$ cat src/spf_pkg.sv
// Constants and helpers for the standard PCS fabric receive port
package spf_pkg;
    localparam int SPF_SLOT_W = 16;
    localparam int SPF_SLOTS = 4;
    localparam int SPF_BUS_W = SPF_SLOT_W * SPF_SLOTS;
    localparam int SPF_FIFO_DEPTH = 8;
    localparam int SPF_TX_DIV = 4;
    // Register byte addresses
    localparam logic [7:0] SPF_REG_CTRL = 8'h00;
    localparam logic [7:0] SPF_REG_STATUS = 8'h04;
    localparam logic [7:0] SPF_REG_ORDCNT = 8'h08;
    // Control field positions and reset value
    localparam int SPF_CTRL_DOUBLE = 0;
    localparam int SPF_CTRL_DESER = 1;
    localparam int SPF_CTRL_MANUAL = 2;
    localparam int SPF_CTRL_BYTEREV = 3;
    localparam int SPF_CTRL_ENC = 4;
    localparam int SPF_CTRL_PMA_LO = 5;
    localparam int SPF_CTRL_W = 7;
    localparam logic [SPF_CTRL_W-1:0] SPF_CTRL_RESET = 7'h00;
    // Status field positions
    localparam int SPF_ST_RXFULL = 0;
    localparam int SPF_ST_RXEMPTY = 1;
    localparam int SPF_ST_TXFULL = 2;
    localparam int SPF_ST_TXEMPTY = 3;
    localparam int SPF_ST_OVERRUN = 4;
    localparam int SPF_ST_ORDDONE = 5;
    // Word field positions
    localparam int SPF_W_CTRL = 8;
    localparam int SPF_W_ERR = 9;
    localparam int SPF_W_SYNC = 10;
    localparam int SPF_W_DISP = 11;
    localparam int SPF_W_PATT = 12;
    localparam int SPF_W_RD = 15;

    typedef enum logic [1:0] {
        SPF_PMA_8,
        SPF_PMA_10,
        SPF_PMA_16,
        SPF_PMA_20
    } spf_pma_t;

    // Slot taken by the n-th word of a beat
    function automatic logic [1:0] spfSlotOf(input logic [1:0] idx, input logic dbl,
                                             input logic deser);
        if (!dbl && deser) begin
            spfSlotOf = {idx[0], 1'b0};
        end else begin
            spfSlotOf = idx;
        end
    endfunction : spfSlotOf

    // Index of the last word in a beat
    function automatic logic [1:0] spfLastIdx(input logic dbl, input logic deser);
        spfLastIdx = {dbl & deser, dbl | deser};
    endfunction : spfLastIdx
endpackage : spf_pkg

$ cat src/spf_fifo_if.sv
// Push and pop signals of one phase compensation FIFO
`timescale 1ns/1ns
`default_nettype none
interface spf_fifo_if #(parameter int W = 64);
    logic push;
    logic [W-1:0] pushData;
    logic pop;
    logic [W-1:0] popData;
    logic full;
    logic empty;
    modport store (input push, input pushData, input pop, output popData, output full,
                   output empty);
    modport user (output push, output pushData, output pop, input popData, input full,
                  input empty);
endinterface : spf_fifo_if
`default_nettype wire

$ cat src/spf_rx_port.sv
// Fabric-side port of the standard PCS: word placement, FIFOs, byte ordering
//
// Our own choices: the address map and the Avalon-MM slave port.
`timescale 1ns/1ns
`default_nettype none
module spf_rx_port #(
    parameter int DEPTH = spf_pkg::SPF_FIFO_DEPTH,
    parameter int TX_DIV = spf_pkg::SPF_TX_DIV
) (
    // Clock and reset
    input wire logic clk,
    input wire logic rst_n,
    // Avalon-MM slave
    input wire logic [7:0] avsAddress,
    input wire logic avsRead,
    input wire logic avsWrite,
    input wire logic [31:0] avsWriteData,
    input wire logic [3:0] avsByteEnable,
    output logic [31:0] avsReadData,
    output logic avsWaitRequest,
    // Receive words from the PCS
    input wire logic pcsRxValid,
    input wire logic [9:0] pcsRxData,
    input wire logic pcsRxCtrl,
    input wire logic pcsRxCodeErr,
    input wire logic pcsRxSync,
    input wire logic pcsRxDispErr,
    input wire logic pcsRxPattern,
    input wire logic pcsRxRunDisp,
    // Receive fabric side
    input wire logic rxCoreClkEn,
    output logic [spf_pkg::SPF_BUS_W-1:0] rxParallelData,
    output logic rxDataValid,
    output logic rxStdClkOut,
    output logic rxPcFifoFull,
    output logic rxPcFifoEmpty,
    input wire logic rxByteOrderReq,
    output logic rxByteOrderDone,
    // Transmit fabric side
    input wire logic txCoreClkEn,
    input wire logic txWrite,
    input wire logic [spf_pkg::SPF_BUS_W-1:0] txParallelData,
    output logic txStdClkOut,
    output logic txPcFifoFull,
    output logic txPcFifoEmpty,
    // Transmit words to the PCS
    output logic [spf_pkg::SPF_BUS_W-1:0] txPcsData,
    output logic txPcsValid
);
    import spf_pkg::*;

    localparam int DW = $clog2(TX_DIV);

    generate
        if (TX_DIV < 2) begin : gCheck
            $error("spf_rx_port divider must be at least two");
        end
    endgenerate

    // Registers
    logic [SPF_CTRL_W-1:0] ctrl_q;
    logic [31:0] ordCount_q;
    logic overrun_q;
    logic ordSeen_q;
    logic ack_q;
    logic regWr;
    logic regRd;
    logic [31:0] rdData_d;

    // Configuration decode
    logic cfgDouble;
    logic cfgDeser;
    logic cfgManual;
    logic cfgEnc;
    spf_pma_t cfgPma;
    logic byteRevActive;

    // Receive path
    logic [SPF_SLOT_W-1:0] rxWord;
    logic [SPF_SLOT_W-1:0] rxWordOrd;
    logic [SPF_BUS_W-1:0] beat_q;
    logic [SPF_BUS_W-1:0] beat_d;
    logic [1:0] idx_q;
    logic [1:0] idxUse;
    logic beatDone;
    logic ordArmed_q;
    logic ordNow;
    logic rxPopPend_q;

    // Transmit path
    logic [DW-1:0] div_q;
    logic txTick;
    logic txPopPend_q;

    spf_fifo_if #(.W(SPF_BUS_W)) rxFifo ();
    spf_fifo_if #(.W(SPF_BUS_W)) txFifo ();

    assign cfgDouble = ctrl_q[SPF_CTRL_DOUBLE];
    assign cfgDeser = ctrl_q[SPF_CTRL_DESER];
    assign cfgManual = ctrl_q[SPF_CTRL_MANUAL];
    assign cfgEnc = ctrl_q[SPF_CTRL_ENC];
    assign cfgPma = spf_pma_t'(ctrl_q[SPF_CTRL_PMA_LO +: 2]);
    assign byteRevActive = ctrl_q[SPF_CTRL_BYTEREV]
        && (cfgPma == SPF_PMA_16 || cfgPma == SPF_PMA_20);

    // Avalon slave: one wait cycle, answer at the second edge
    // Writes land at the completing edge; read data is ready by then
    assign avsWaitRequest = (avsRead || avsWrite) && !ack_q;
    assign regWr = avsWrite && ack_q;
    assign regRd = avsRead && !ack_q;

    always_ff @(posedge clk or negedge rst_n) begin
        if (!rst_n) begin
            ack_q <= 1'b0;
        end else begin
            ack_q <= (avsRead || avsWrite) && !ack_q;
        end
    end

    always_ff @(posedge clk or negedge rst_n) begin
        if (!rst_n) begin
            ctrl_q <= SPF_CTRL_RESET;
        end else if (regWr && avsAddress == SPF_REG_CTRL && avsByteEnable[0]) begin
            ctrl_q <= avsWriteData[SPF_CTRL_W-1:0];
        end
    end

    always_comb begin
        rdData_d = '0;
        if (avsAddress == SPF_REG_CTRL) begin
            rdData_d[SPF_CTRL_W-1:0] = ctrl_q;
        end else if (avsAddress == SPF_REG_STATUS) begin
            rdData_d[SPF_ST_RXFULL] = rxFifo.full;
            rdData_d[SPF_ST_RXEMPTY] = rxFifo.empty;
            rdData_d[SPF_ST_TXFULL] = txFifo.full;
            rdData_d[SPF_ST_TXEMPTY] = txFifo.empty;
            rdData_d[SPF_ST_OVERRUN] = overrun_q;
            rdData_d[SPF_ST_ORDDONE] = ordSeen_q;
        end else if (avsAddress == SPF_REG_ORDCNT) begin
            rdData_d = ordCount_q;
        end else begin
            rdData_d = '0;
        end
    end

    always_ff @(posedge clk or negedge rst_n) begin
        if (!rst_n) begin
            avsReadData <= '0;
        end else if (regRd) begin
            avsReadData <= rdData_d;
        end
    end

    // Sticky status: a new event wins over a write-one clear
    always_ff @(posedge clk or negedge rst_n) begin
        if (!rst_n) begin
            overrun_q <= 1'b0;
            ordSeen_q <= 1'b0;
        end else begin
            if (beatDone && rxFifo.full) begin
                overrun_q <= 1'b1;
            end else if (regWr && avsAddress == SPF_REG_STATUS
                         && avsWriteData[SPF_ST_OVERRUN]) begin
                overrun_q <= 1'b0;
            end
            if (ordNow) begin
                ordSeen_q <= 1'b1;
            end else if (regWr && avsAddress == SPF_REG_STATUS
                         && avsWriteData[SPF_ST_ORDDONE]) begin
                ordSeen_q <= 1'b0;
            end
        end
    end

    always_ff @(posedge clk or negedge rst_n) begin
        if (!rst_n) begin
            ordCount_q <= '0;
        end else if (ordNow) begin
            ordCount_q <= ordCount_q + 1'b1;
        end
    end

    // Build the 16-bit receive word
    always_comb begin
        rxWord = '0;
        if (cfgEnc) begin
            rxWord[7:0] = pcsRxData[7:0];
            rxWord[SPF_W_CTRL] = pcsRxCtrl;
            rxWord[SPF_W_ERR] = pcsRxCodeErr;
        end else begin
            rxWord[9:0] = pcsRxData;
        end
        rxWord[SPF_W_SYNC] = pcsRxSync;
        rxWord[SPF_W_DISP] = pcsRxDispErr;
        rxWord[SPF_W_PATT] = pcsRxPattern;
        rxWord[SPF_W_RD] = pcsRxRunDisp;
        if (byteRevActive) begin
            rxWordOrd = {rxWord[7:0], rxWord[15:8]};
        end else begin
            rxWordOrd = rxWord;
        end
    end

    // Manual byte ordering: armed while request is low
    assign ordNow = pcsRxValid && cfgManual && rxByteOrderReq && ordArmed_q;

    always_ff @(posedge clk or negedge rst_n) begin
        if (!rst_n) begin
            ordArmed_q <= 1'b1;
        end else if (ordNow) begin
            ordArmed_q <= 1'b0;
        end else if (!rxByteOrderReq) begin
            ordArmed_q <= 1'b1;
        end
    end

    assign rxByteOrderDone = ordNow;

    // Word placement into beat slots
    assign idxUse = ordNow ? 2'b00 : idx_q;
    assign beatDone = pcsRxValid && (idxUse == spfLastIdx(cfgDouble, cfgDeser));

    always_comb begin
        beat_d = ordNow ? '0 : beat_q;
        beat_d[spfSlotOf(idxUse, cfgDouble, cfgDeser) * SPF_SLOT_W +: SPF_SLOT_W]
            = rxWordOrd;
    end

    always_ff @(posedge clk or negedge rst_n) begin
        if (!rst_n) begin
            beat_q <= '0;
            idx_q <= '0;
        end else if (pcsRxValid) begin
            if (beatDone) begin
                beat_q <= '0;
                idx_q <= '0;
            end else begin
                beat_q <= beat_d;
                idx_q <= idxUse + 1'b1;
            end
        end
    end

    // Receive parallel clock: one pulse per recovered word
    always_ff @(posedge clk or negedge rst_n) begin
        if (!rst_n) begin
            rxStdClkOut <= 1'b0;
        end else begin
            rxStdClkOut <= pcsRxValid;
        end
    end

    assign rxFifo.push = beatDone;
    assign rxFifo.pushData = beat_d;
    assign rxFifo.pop = rxCoreClkEn;

    spf_fifo #(.W(SPF_BUS_W), .DEPTH(DEPTH)) uRxFifo (
        .clk(clk),
        .rst_n(rst_n),
        .port(rxFifo.store)
    );

    assign rxParallelData = rxFifo.popData;

    always_ff @(posedge clk or negedge rst_n) begin
        if (!rst_n) begin
            rxPopPend_q <= 1'b0;
        end else begin
            rxPopPend_q <= rxCoreClkEn && !rxFifo.empty;
        end
    end

    assign rxDataValid = rxPopPend_q;

    // Flags sampled on the core clock strobe
    always_ff @(posedge clk or negedge rst_n) begin
        if (!rst_n) begin
            rxPcFifoFull <= 1'b0;
            rxPcFifoEmpty <= 1'b1;
        end else if (rxCoreClkEn) begin
            rxPcFifoFull <= rxFifo.full;
            rxPcFifoEmpty <= rxFifo.empty;
        end
    end

    // Transmit parallel clock divider
    always_ff @(posedge clk or negedge rst_n) begin
        if (!rst_n) begin
            div_q <= '0;
        end else if (div_q == DW'(TX_DIV - 1)) begin
            div_q <= '0;
        end else begin
            div_q <= div_q + 1'b1;
        end
    end

    assign txTick = (div_q == DW'(TX_DIV - 1));

    always_ff @(posedge clk or negedge rst_n) begin
        if (!rst_n) begin
            txStdClkOut <= 1'b0;
        end else begin
            txStdClkOut <= txTick;
        end
    end

    assign txFifo.push = txCoreClkEn && txWrite;
    assign txFifo.pushData = txParallelData;
    assign txFifo.pop = txTick;

    spf_fifo #(.W(SPF_BUS_W), .DEPTH(DEPTH)) uTxFifo (
        .clk(clk),
        .rst_n(rst_n),
        .port(txFifo.store)
    );

    assign txPcsData = txFifo.popData;

    always_ff @(posedge clk or negedge rst_n) begin
        if (!rst_n) begin
            txPopPend_q <= 1'b0;
        end else begin
            txPopPend_q <= txTick && !txFifo.empty;
        end
    end

    assign txPcsValid = txPopPend_q;

    always_ff @(posedge clk or negedge rst_n) begin
        if (!rst_n) begin
            txPcFifoFull <= 1'b0;
            txPcFifoEmpty <= 1'b1;
        end else if (txCoreClkEn) begin
            txPcFifoFull <= txFifo.full;
            txPcFifoEmpty <= txFifo.empty;
        end
    end
endmodule : spf_rx_port
`default_nettype wire

$ cat src/spf_fifo.sv
// Phase compensation FIFO storage with registered read data
`timescale 1ns/1ns
`default_nettype none
module spf_fifo #(
    parameter int W = 64,
    parameter int DEPTH = 8
) (
    // Clock and reset
    input wire logic clk,
    input wire logic rst_n,
    // Push and pop
    spf_fifo_if.store port
);
    localparam int AW = $clog2(DEPTH);

    generate
        if (DEPTH < 2 || (1 << AW) != DEPTH) begin : gCheck
            $error("spf_fifo depth must be a power of two of at least two");
        end
    endgenerate

    logic [W-1:0] mem [DEPTH];
    logic [AW-1:0] wrPtr_q;
    logic [AW-1:0] rdPtr_q;
    logic [AW:0] count_q;
    logic doPush;
    logic doPop;

    assign port.full = (count_q == (AW + 1)'(DEPTH));
    assign port.empty = (count_q == '0);
    assign doPush = port.push && !port.full;
    assign doPop = port.pop && !port.empty;

    always_ff @(posedge clk) begin
        if (doPush) begin
            mem[wrPtr_q] <= port.pushData;
        end
    end

    always_ff @(posedge clk or negedge rst_n) begin
        if (!rst_n) begin
            port.popData <= '0;
            rdPtr_q <= '0;
        end else if (doPop) begin
            port.popData <= mem[rdPtr_q];
            rdPtr_q <= rdPtr_q + 1'b1;
        end
    end

    always_ff @(posedge clk or negedge rst_n) begin
        if (!rst_n) begin
            wrPtr_q <= '0;
        end else if (doPush) begin
            wrPtr_q <= wrPtr_q + 1'b1;
        end
    end

    always_ff @(posedge clk or negedge rst_n) begin
        if (!rst_n) begin
            count_q <= '0;
        end else if (doPush && !doPop) begin
            count_q <= count_q + 1'b1;
        end else if (doPop && !doPush) begin
            count_q <= count_q - 1'b1;
        end
    end
endmodule : spf_fifo
`default_nettype wire

$ cat config.mk
export PLATFORM = sky130hd
export DESIGN_NAME = spf_rx_port
export DESIGN_NICKNAME = d
export VERILOG_FILES = /design/src/spf_pkg.sv /design/src/spf_fifo_if.sv /design/src/spf_rx_port.sv /design/src/spf_fifo.sv
export SDC_FILE = /design/constraint.sdc
export NUM_CORES = 1
export LEC_CHECK = 0
export BUFFER_PORTS_ARGS = -buffer_cell sky130_fd_sc_hd__buf_2
export CAP_MARGIN = 20
export CORE_ASPECT_RATIO = 0.9
export CORE_UTILIZATION = 60
export CTS_CLUSTER_SIZE = 25
export DETAILED_ROUTE_END_ITERATION = 10
export PLACE_DENSITY = 0.85
export SLEW_MARGIN = 10
export SYNTH_ARGS = -nofsm -noshare
export SYNTH_HDL_FRONTEND = slang
export SYNTH_SLANG_ARGS = --single-unit
$ cat constraint.sdc
create_clock -name clk -period 11.99 [get_ports clk]
set_clock_uncertainty 0.05 [all_clocks]
set_input_delay 1.7985 -clock clk [delete_from_list [all_inputs] [get_ports clk]]
set_output_delay 1.7985 -clock clk [all_outputs]
set_load 0.01 [all_outputs]
; ---- Word-level counts from Yosys, hierarchy flattened
; Memory sizes are Yosys's and may differ from the RTL's. A register that Yosys moved wholly into a read port is not among the register bits.
; Index checks and enable logic that the tools add are counted.
[totals]
reg_bits = 171
mem_bits_rw = 1024
inputBits = 133
output_inout_bits = 170
elab_cells = 124
memories = 2
[classes]
addsub = 12
n_eq_ne = 9
shifts = 2
n_mux = 28
n_bitwise = 2
n_reduce_logical = 45
[mem_list]
columns = name, depth, word_bits, rd, rd_ports_with_merged_regs, write_ports, line_no
row1 = uRxFifo.mem, 8, 64, 1, 1, 1, spf_fifo.sv:22  ; logic [W-1:0] mem [DEPTH];
row2 = uTxFifo.mem, 8, 64, 1, 1, 1, spf_fifo.sv:22
[op_table]
columns = cell, count
row1 = $mux W64, 2
row2 = $bwmux W64, 1
row3 = $shift A16 B34 Y64 const A, 1
row4 = $shiftx A16 B34 Y64, 1
row5 = $neg A6 Y34, 1
row6 = $add A32 B1 Y32 const B, 1
row7 = $mux W32, 1
row8 = $mux W26, 1
row9 = $mux W25, 1
row10 = $logic_and A1 B1 Y1, 24
row11 = $mux W16, 1
row12 = $mux W4, 4
row13 = $add A3 B1 Y3 const B, 4
row14 = $logic_not A1 Y1, 12
row15 = $mux W1, 10
row16 = $mux W10, 1
row17 = $add A4 B1 Y4 const B, 2
row18 = $eq A4 B4 Y1 const B, 2
row19 = $eq A8 B3 Y1 const B, 1
row20 = $eq A8 B4 Y1 const B, 1
row21 = $logic_not A4 Y1, 2
row22 = $logic_not A8 Y1, 1
row23 = $mux W2, 4
row24 = $reduce_bool A2 Y1, 4
row25 = 10 further kinds, 15

; ---- Logic depth before layout (Yosys ltp)
[depth]
ltp_word = 11
depth_mapped = 14
mapped_depth_nobuf = 12

; ---- Hierarchy
; Synthesis repeated with hierarchy kept, for this count alone.
[unflattened]
cells_unflattened = 3145
area_unflattened_um2 = 52341.4
[modules_own_cells]
columns = module, instances, cells_each, area_each_um2, seq_area_each_um2
row1 = spf_fifo at uRxFifo, 1, 1222, 22536.6, 17226.5
row2 = spf_fifo at uTxFifo, 1, 1222, 22524.1, 17226.5
row3 = spf_rx_port, 1, 701, 7280.7, 3782.4

; ---- Worst setup path before layout
; OpenSTA, ideal clock, no wires.
[synth_path]
kind = input to register
startpoint = input pcsRxValid
endpoint = memory uRxFifo.mem[0][0] (enable)
setup_ns = 0.666
t_arrival_ns = 9.282
t_required_ns = 11.274
setup_slack_ns = 1.992
stages = 7
path_buffers = 2
cell_sequence = buf_6 -> nand4_4 -> and2_1 -> buf_4 -> a22oi_4 -> nor2_2 -> nor4b_1
[synth_via]
elab_chain_cells = 9
[synth_lines]
columns = item, line_no
row1 = start: declaration, spf_rx_port.sv:22  ; input wire logic pcsRxValid,
row2 = $logic_and A1 B1 Y1 (3 in a row), spf_rx_port.sv:205  ; assign ordNow = pcsRxValid && cfgManual && rxByteOrderReq && ordArmed_q;
row3 = $mux W2, spf_rx_port.sv:220  ; assign idxUse = ordNow ? 2'b00 : idx_q;
row4 = $eq A2 B2 Y1, spf_rx_port.sv:221  ; assign beatDone = pcsRxValid && (idxUse == spfLastIdx(cfgDouble, cfgDeser));
row5 = $logic_and A1 B1 Y1 *, spf_rx_port.sv:221
row6 = $logic_and A1 B1 Y1 *, spf_fifo.sv:31  ; assign doPush = port.push && !port.full;
row7 = via uRxFifo.doPush, spf_fifo.sv:26  ; logic doPush;
row8 = $mux W1 *, spf_fifo.sv:35  ; if (doPush) begin
row9 = $mux W1 (implied by the code) *, spf_fifo.sv:36  ; mem[wrPtr_q] <= port.pushData;
row10 = end: declaration, spf_fifo.sv:22
; Mark *: on every way through the listed nets, which the timed path passes. The rest lies on a longest branch.

; ---- Final worst setup path
[layout_path]
startpoint = input pcsRxValid
endpoint = memory uRxFifo.mem[1][48] (enable)
[layout_via]
elab_chain_cells = 9
[layout_lines]
columns = item, line_no
row1 = $logic_and A1 B1 Y1 (3 in a row), spf_rx_port.sv:205
row2 = $mux W2, spf_rx_port.sv:220
row3 = $eq A2 B2 Y1, spf_rx_port.sv:221
row4 = $logic_and A1 B1 Y1 *, spf_rx_port.sv:221
row5 = $logic_and A1 B1 Y1 *, spf_fifo.sv:31
row6 = $mux W1 *, spf_fifo.sv:35
row7 = $mux W1 (implied by the code) *, spf_fifo.sv:36
; Mark *: on every way between the ends. The rest lies on a longest branch, timed or not.

==> impl_metrics.py <==
metrics = {
    "floorplan": {
        "die_area_mm2": 0.0861,
        "num_io_pins": 303,
        "rows": 100,
        "die_h_um": 278,
        "core_area_mm2": 0.0833,
        "initial_core_util_pct": 61.1,
        "die_w_um": 309,
    },
    "drt": {
        "first_pass_iters": 7,
        "num_vias": 26800,
        "drtIter0Drc": 2875,
        "wirelength_um": 116000,
        "drtAntennaViolNets": 0,
        "vias_per_cell": 6.42,
        "wl_per_cell_um": 27.9,
        "drc": 0,
    },
    "logic_synthesis": {
        "synth.distinct_cells": 63,
        "synth-simple-area-share_pct": 3.01,
        "synthesis.area_mm2": 0.0509,
        "synth-compound-area-share_pct": 4.52,
        "synth_cells": 2626,
        "yosys.area_share.adder_pct": 0.447,
        "yosysWarnings": 0,
        "syn_nets": 2776,
        "async_flop_share_pct": 22.6,
        "synthXorXnorAreaFrac_pct": 0.914,
        "syn_area_per_cell_um2": 19.4,
        "synth.area.mux_share_pct": 14.6,
        "ys_seq_area_share_pct": 75.1,
        "ys_ff_latch": 1323,
        "synth_edf_count": 1024,
        "synth_top_family_by_area": "multiplexers",
        "synthFlopType": "edfxtp_1",
    },
    "cells_and_area": {
        "fill_cells": 4966,
        "multiInputGateArea_mm2": 0.0121,
        "regArea_mm2": 0.0383,
        "mostFrequentLayoutCell": "edfxtp_1",
        "layout.nets": 3081,
        "syn2layout_area_growth_pct": 13.4,
        "drive_gt1_share_pct": 27.4,
        "final_cell_mix": "edfxtp_1 (1024), dfrtp_1 (290), buf_2 (273)",
    },
    "clock_tree": {
        "h-tree-depth": 4,
        "cts_resized": 0,
        "cts_buffer_depth": 3,
        "clockRootBuffer": "clkbuf_16",
        "postCtsSetupBuffers": 0,
        "cts_inserted_buffers": 130,
        "clk_pin_slew_ns": 0.06,
        "postCtsHoldBufs": 0,
        "cts_tree": "yes",
        "cts_sinks": 1323,
        "clock_latency_ns": 0.73,
    },
    "grt": {
        "grt_usage_pct": 27.4,
        "grt_pass1_wl_um": 172000,
        "grt_max_degree": 145,
        "overflow": 0,
        "antenna_found_initial": 14,
        "grt_pass1_vias": 27900,
    },
    "sta": {
        "hold_viol": 0,
        "rsz0062_at_grt": "false",
        "tightest_slew_ns": 1.16,
        "drv_slew": 0,
        "setup_violations": 0,
        "finalCritPeriodShare_pct": 41.0,
        "final.setup.worst_slack_ns": 7.07,
        "tns_ns": 0,
        "holdWs_ns": 0.391,
        "finalCriticalPeriod_ns": 4.92,
        "slew_headroom_pct": 22.4,
        "clock.fmax_ghz": 0.203,
    },
    "placed_design": {
        "portBuffers": 274,
        "hpwl_um": 60900,
        "place_congestion": 0.826,
        "place_ws_ns": 6.34,
    },
    "power": {
        "seqPwrFrac_pct": 45.7,
        "power_switching_share_pct": 30.1,
        "cellPowerDensity_mw_per_mm2": 233,
        "pwr-share-clk_pct": 30.0,
        "fin_total_pwr_mw": 13.5,
        "p_switching_mw": 4.06,
        "p_int_mw": 9.42,
        "comb_power_share_pct": 24.4,
        "cellLeakagePower_nw": 21.0,
        "vdd_drop_max_mv": 0.197,
    },
    "critical_path": {
        "worstSetupEndpointType": "flop",
        "critical_path_class": "in2reg",
        "cp.arrival_ns": 5.21,
        "start_kind": "primary input",
        "regToRegSetupSlack_ns": 7.88,
        "cp_max_fo": 55,
        "cp.required_ns": 12.28,
    },
    "run": {
        "max_cap_violations": 0,
    },
    "worst_hold_path": {
        "min_path_type": "reg2reg",
    },
    "outcome": {
        "status": "finished, final reports clean",
    },
}
## worst max-delay path, cell delays in order
cell	delay (ns)
buf_2	0.37
nand4_4	0.28
o21ai_0	0.26
a22o_1	0.26
nand4_1	0.33
nor3_2	0.93
buf_4	0.88
## cell families (layout without fill, tap and decap cells)
family                   after synthesis  in the layout
AO/OA/AOI/OAI                        326            326
XOR/XNOR                              51             51
adder cells (fa/ha/maj)               17             17
buffers and inverters                158            572
flip-flops                          1323           1323
multiplexers                         420            420
other                                  0             10
AND/OR/NAND/NOR                      331            331
## power groups by stage
stage / registers [mW] / logic, mW / clock network [mW]
3_5_place_dp: 6.22 / 3.24 / 0
4_1_cts: 6.15 / 3.31 / 4.07
6_report: 6.15 / 3.29 / 4.04
2_1_floorplan: 6.08 / 2.29 / 0
3_3_place_gp: 6.17 / 3.12 / 0
5_1_grt: 6.22 / 3.52 / 4.24
## synth_stat cells (2+ instances only)
| master | n | area (um^2) |
|---|---|---|
| edfxtp_1 | 1024 | 30700 |
| dfrtp_1 | 296 | 7410 |
| mux4_2 | 256 | 5770 |
| nand2_1 | 186 | 698 |
| o21ai_0 | 150 | 751 |
| mux2i_1 | 149 | 1490 |
| a22o_1 | 124 | 1090 |
| buf_2 | 59 | 295 |
| nor2_1 | 56 | 210 |
| clkbuf_1 | 53 | 199 |
| xnor2_1 | 32 | 280 |
| inv_1 | 19 | 71.3 |
| xor2_1 | 18 | 158 |
| nand3_1 | 16 | 80.1 |
| ha_1 | 15 | 188 |
| buf_1 | 14 | 52.6 |
| mux2_2 | 14 | 158 |
| nand2b_1 | 12 | 75.1 |
| nand4_1 | 12 | 75.1 |
| o2bb2ai_1 | 12 | 105 |
| a22o_2 | 10 | 100 |
| nor3_1 | 9 | 45.0 |
| a21oi_1 | 8 | 40.0 |
| and3_1 | 7 | 43.8 |
| buf_6 | 7 | 78.8 |
| o22ai_1 | 7 | 43.8 |
| and2_1 | 5 | 31.3 |
| buf_4 | 5 | 37.5 |
| a32o_1 | 3 | 30.0 |
| dfstp_2 | 3 | 78.8 |
| nand2_2 | 3 | 18.8 |
| nor3b_1 | 3 | 22.5 |
| a21o_1 | 2 | 15.0 |
| and4_1 | 2 | 17.5 |
| fa_1 | 2 | 40.0 |
| nand4_2 | 2 | 25.0 |
| nor2_2 | 2 | 12.5 |
| nor4_1 | 2 | 12.5 |
| o21ai_2 | 2 | 17.5 |
| o31ai_4 | 2 | 42.5 |
## path summary, 6_finish.rpt
check / startpoint / end / cells past startpoint
setup / recovery: pcsRxValid / uRxFifo.mem[1][48] / 7
hold / removal: div_q[0] / div_q[0] / 1
setup reg to reg: uRxFifo.rdPtr_q[0] / uRxFifo.port.popData[14] / 5
hold reg to reg: div_q[0] / div_q[0] / 1
max in group asynchronous: rst_n / uTxFifo.rdPtr_q[1] / 3
min in group asynchronous: rst_n / uRxFifo.port.popData[14] / 1
## routing by layer
metal | wire length (um) | part of all wire [%] | GRT usage, %
met1 | 41900 | 36 | 34.4
met2 | 60800 | 52 | 46.3
met3 | 9580 | 8.2 | 5.58
met4 | 4030 | 3.5 | 12.3
met5 | 74 | 0.064 | 0
## registers in the layout, summed over array words and instances (netlist names), 2 cells and up
signal / flops
avsReadData: 32
beat_q: 64
ctrl_q: 7
div_q: 2
idx_q: 2
ordCount_q: 32
uRxFifo.count_q: 4
uRxFifo.mem: 512
uRxFifo.port.popData: 64
uRxFifo.rdPtr_q: 3
uRxFifo.wrPtr_q: 3
uTxFifo.count_q: 4
uTxFifo.mem: 512
uTxFifo.port.popData: 64
uTxFifo.rdPtr_q: 3
uTxFifo.wrPtr_q: 3
## final cells by class
cell class | count | share of cell area (%)
clock inverters | 65 | 1.02
diodes | 10 | 0.0433
flip-flops and latches | 1323 | 66.2
well taps | 1122 | 2.43
inverters | 20 | 0.132
multi-input cells | 1145 | 20.9
repair buffers | 311 | 2.93
clock buffers | 176 | 6.27
## metrics by stage
| step | instances | cell area [um^2] | util [%] |
|---|---|---|---|
| final | 4172 | 57800 | 69.3 |
| after global routing | 4168 | 57700 | 69.3 |
| after CTS | 4159 | 57700 | 69.2 |
| after detailed placement | 3918 | 53500 | 64.2 |
| after global placement | 3918 | 53500 | 64.2 |
| after floorplan | 2626 | 50900 | - |
Note: power is estimated with default switching activity, not from simulation.
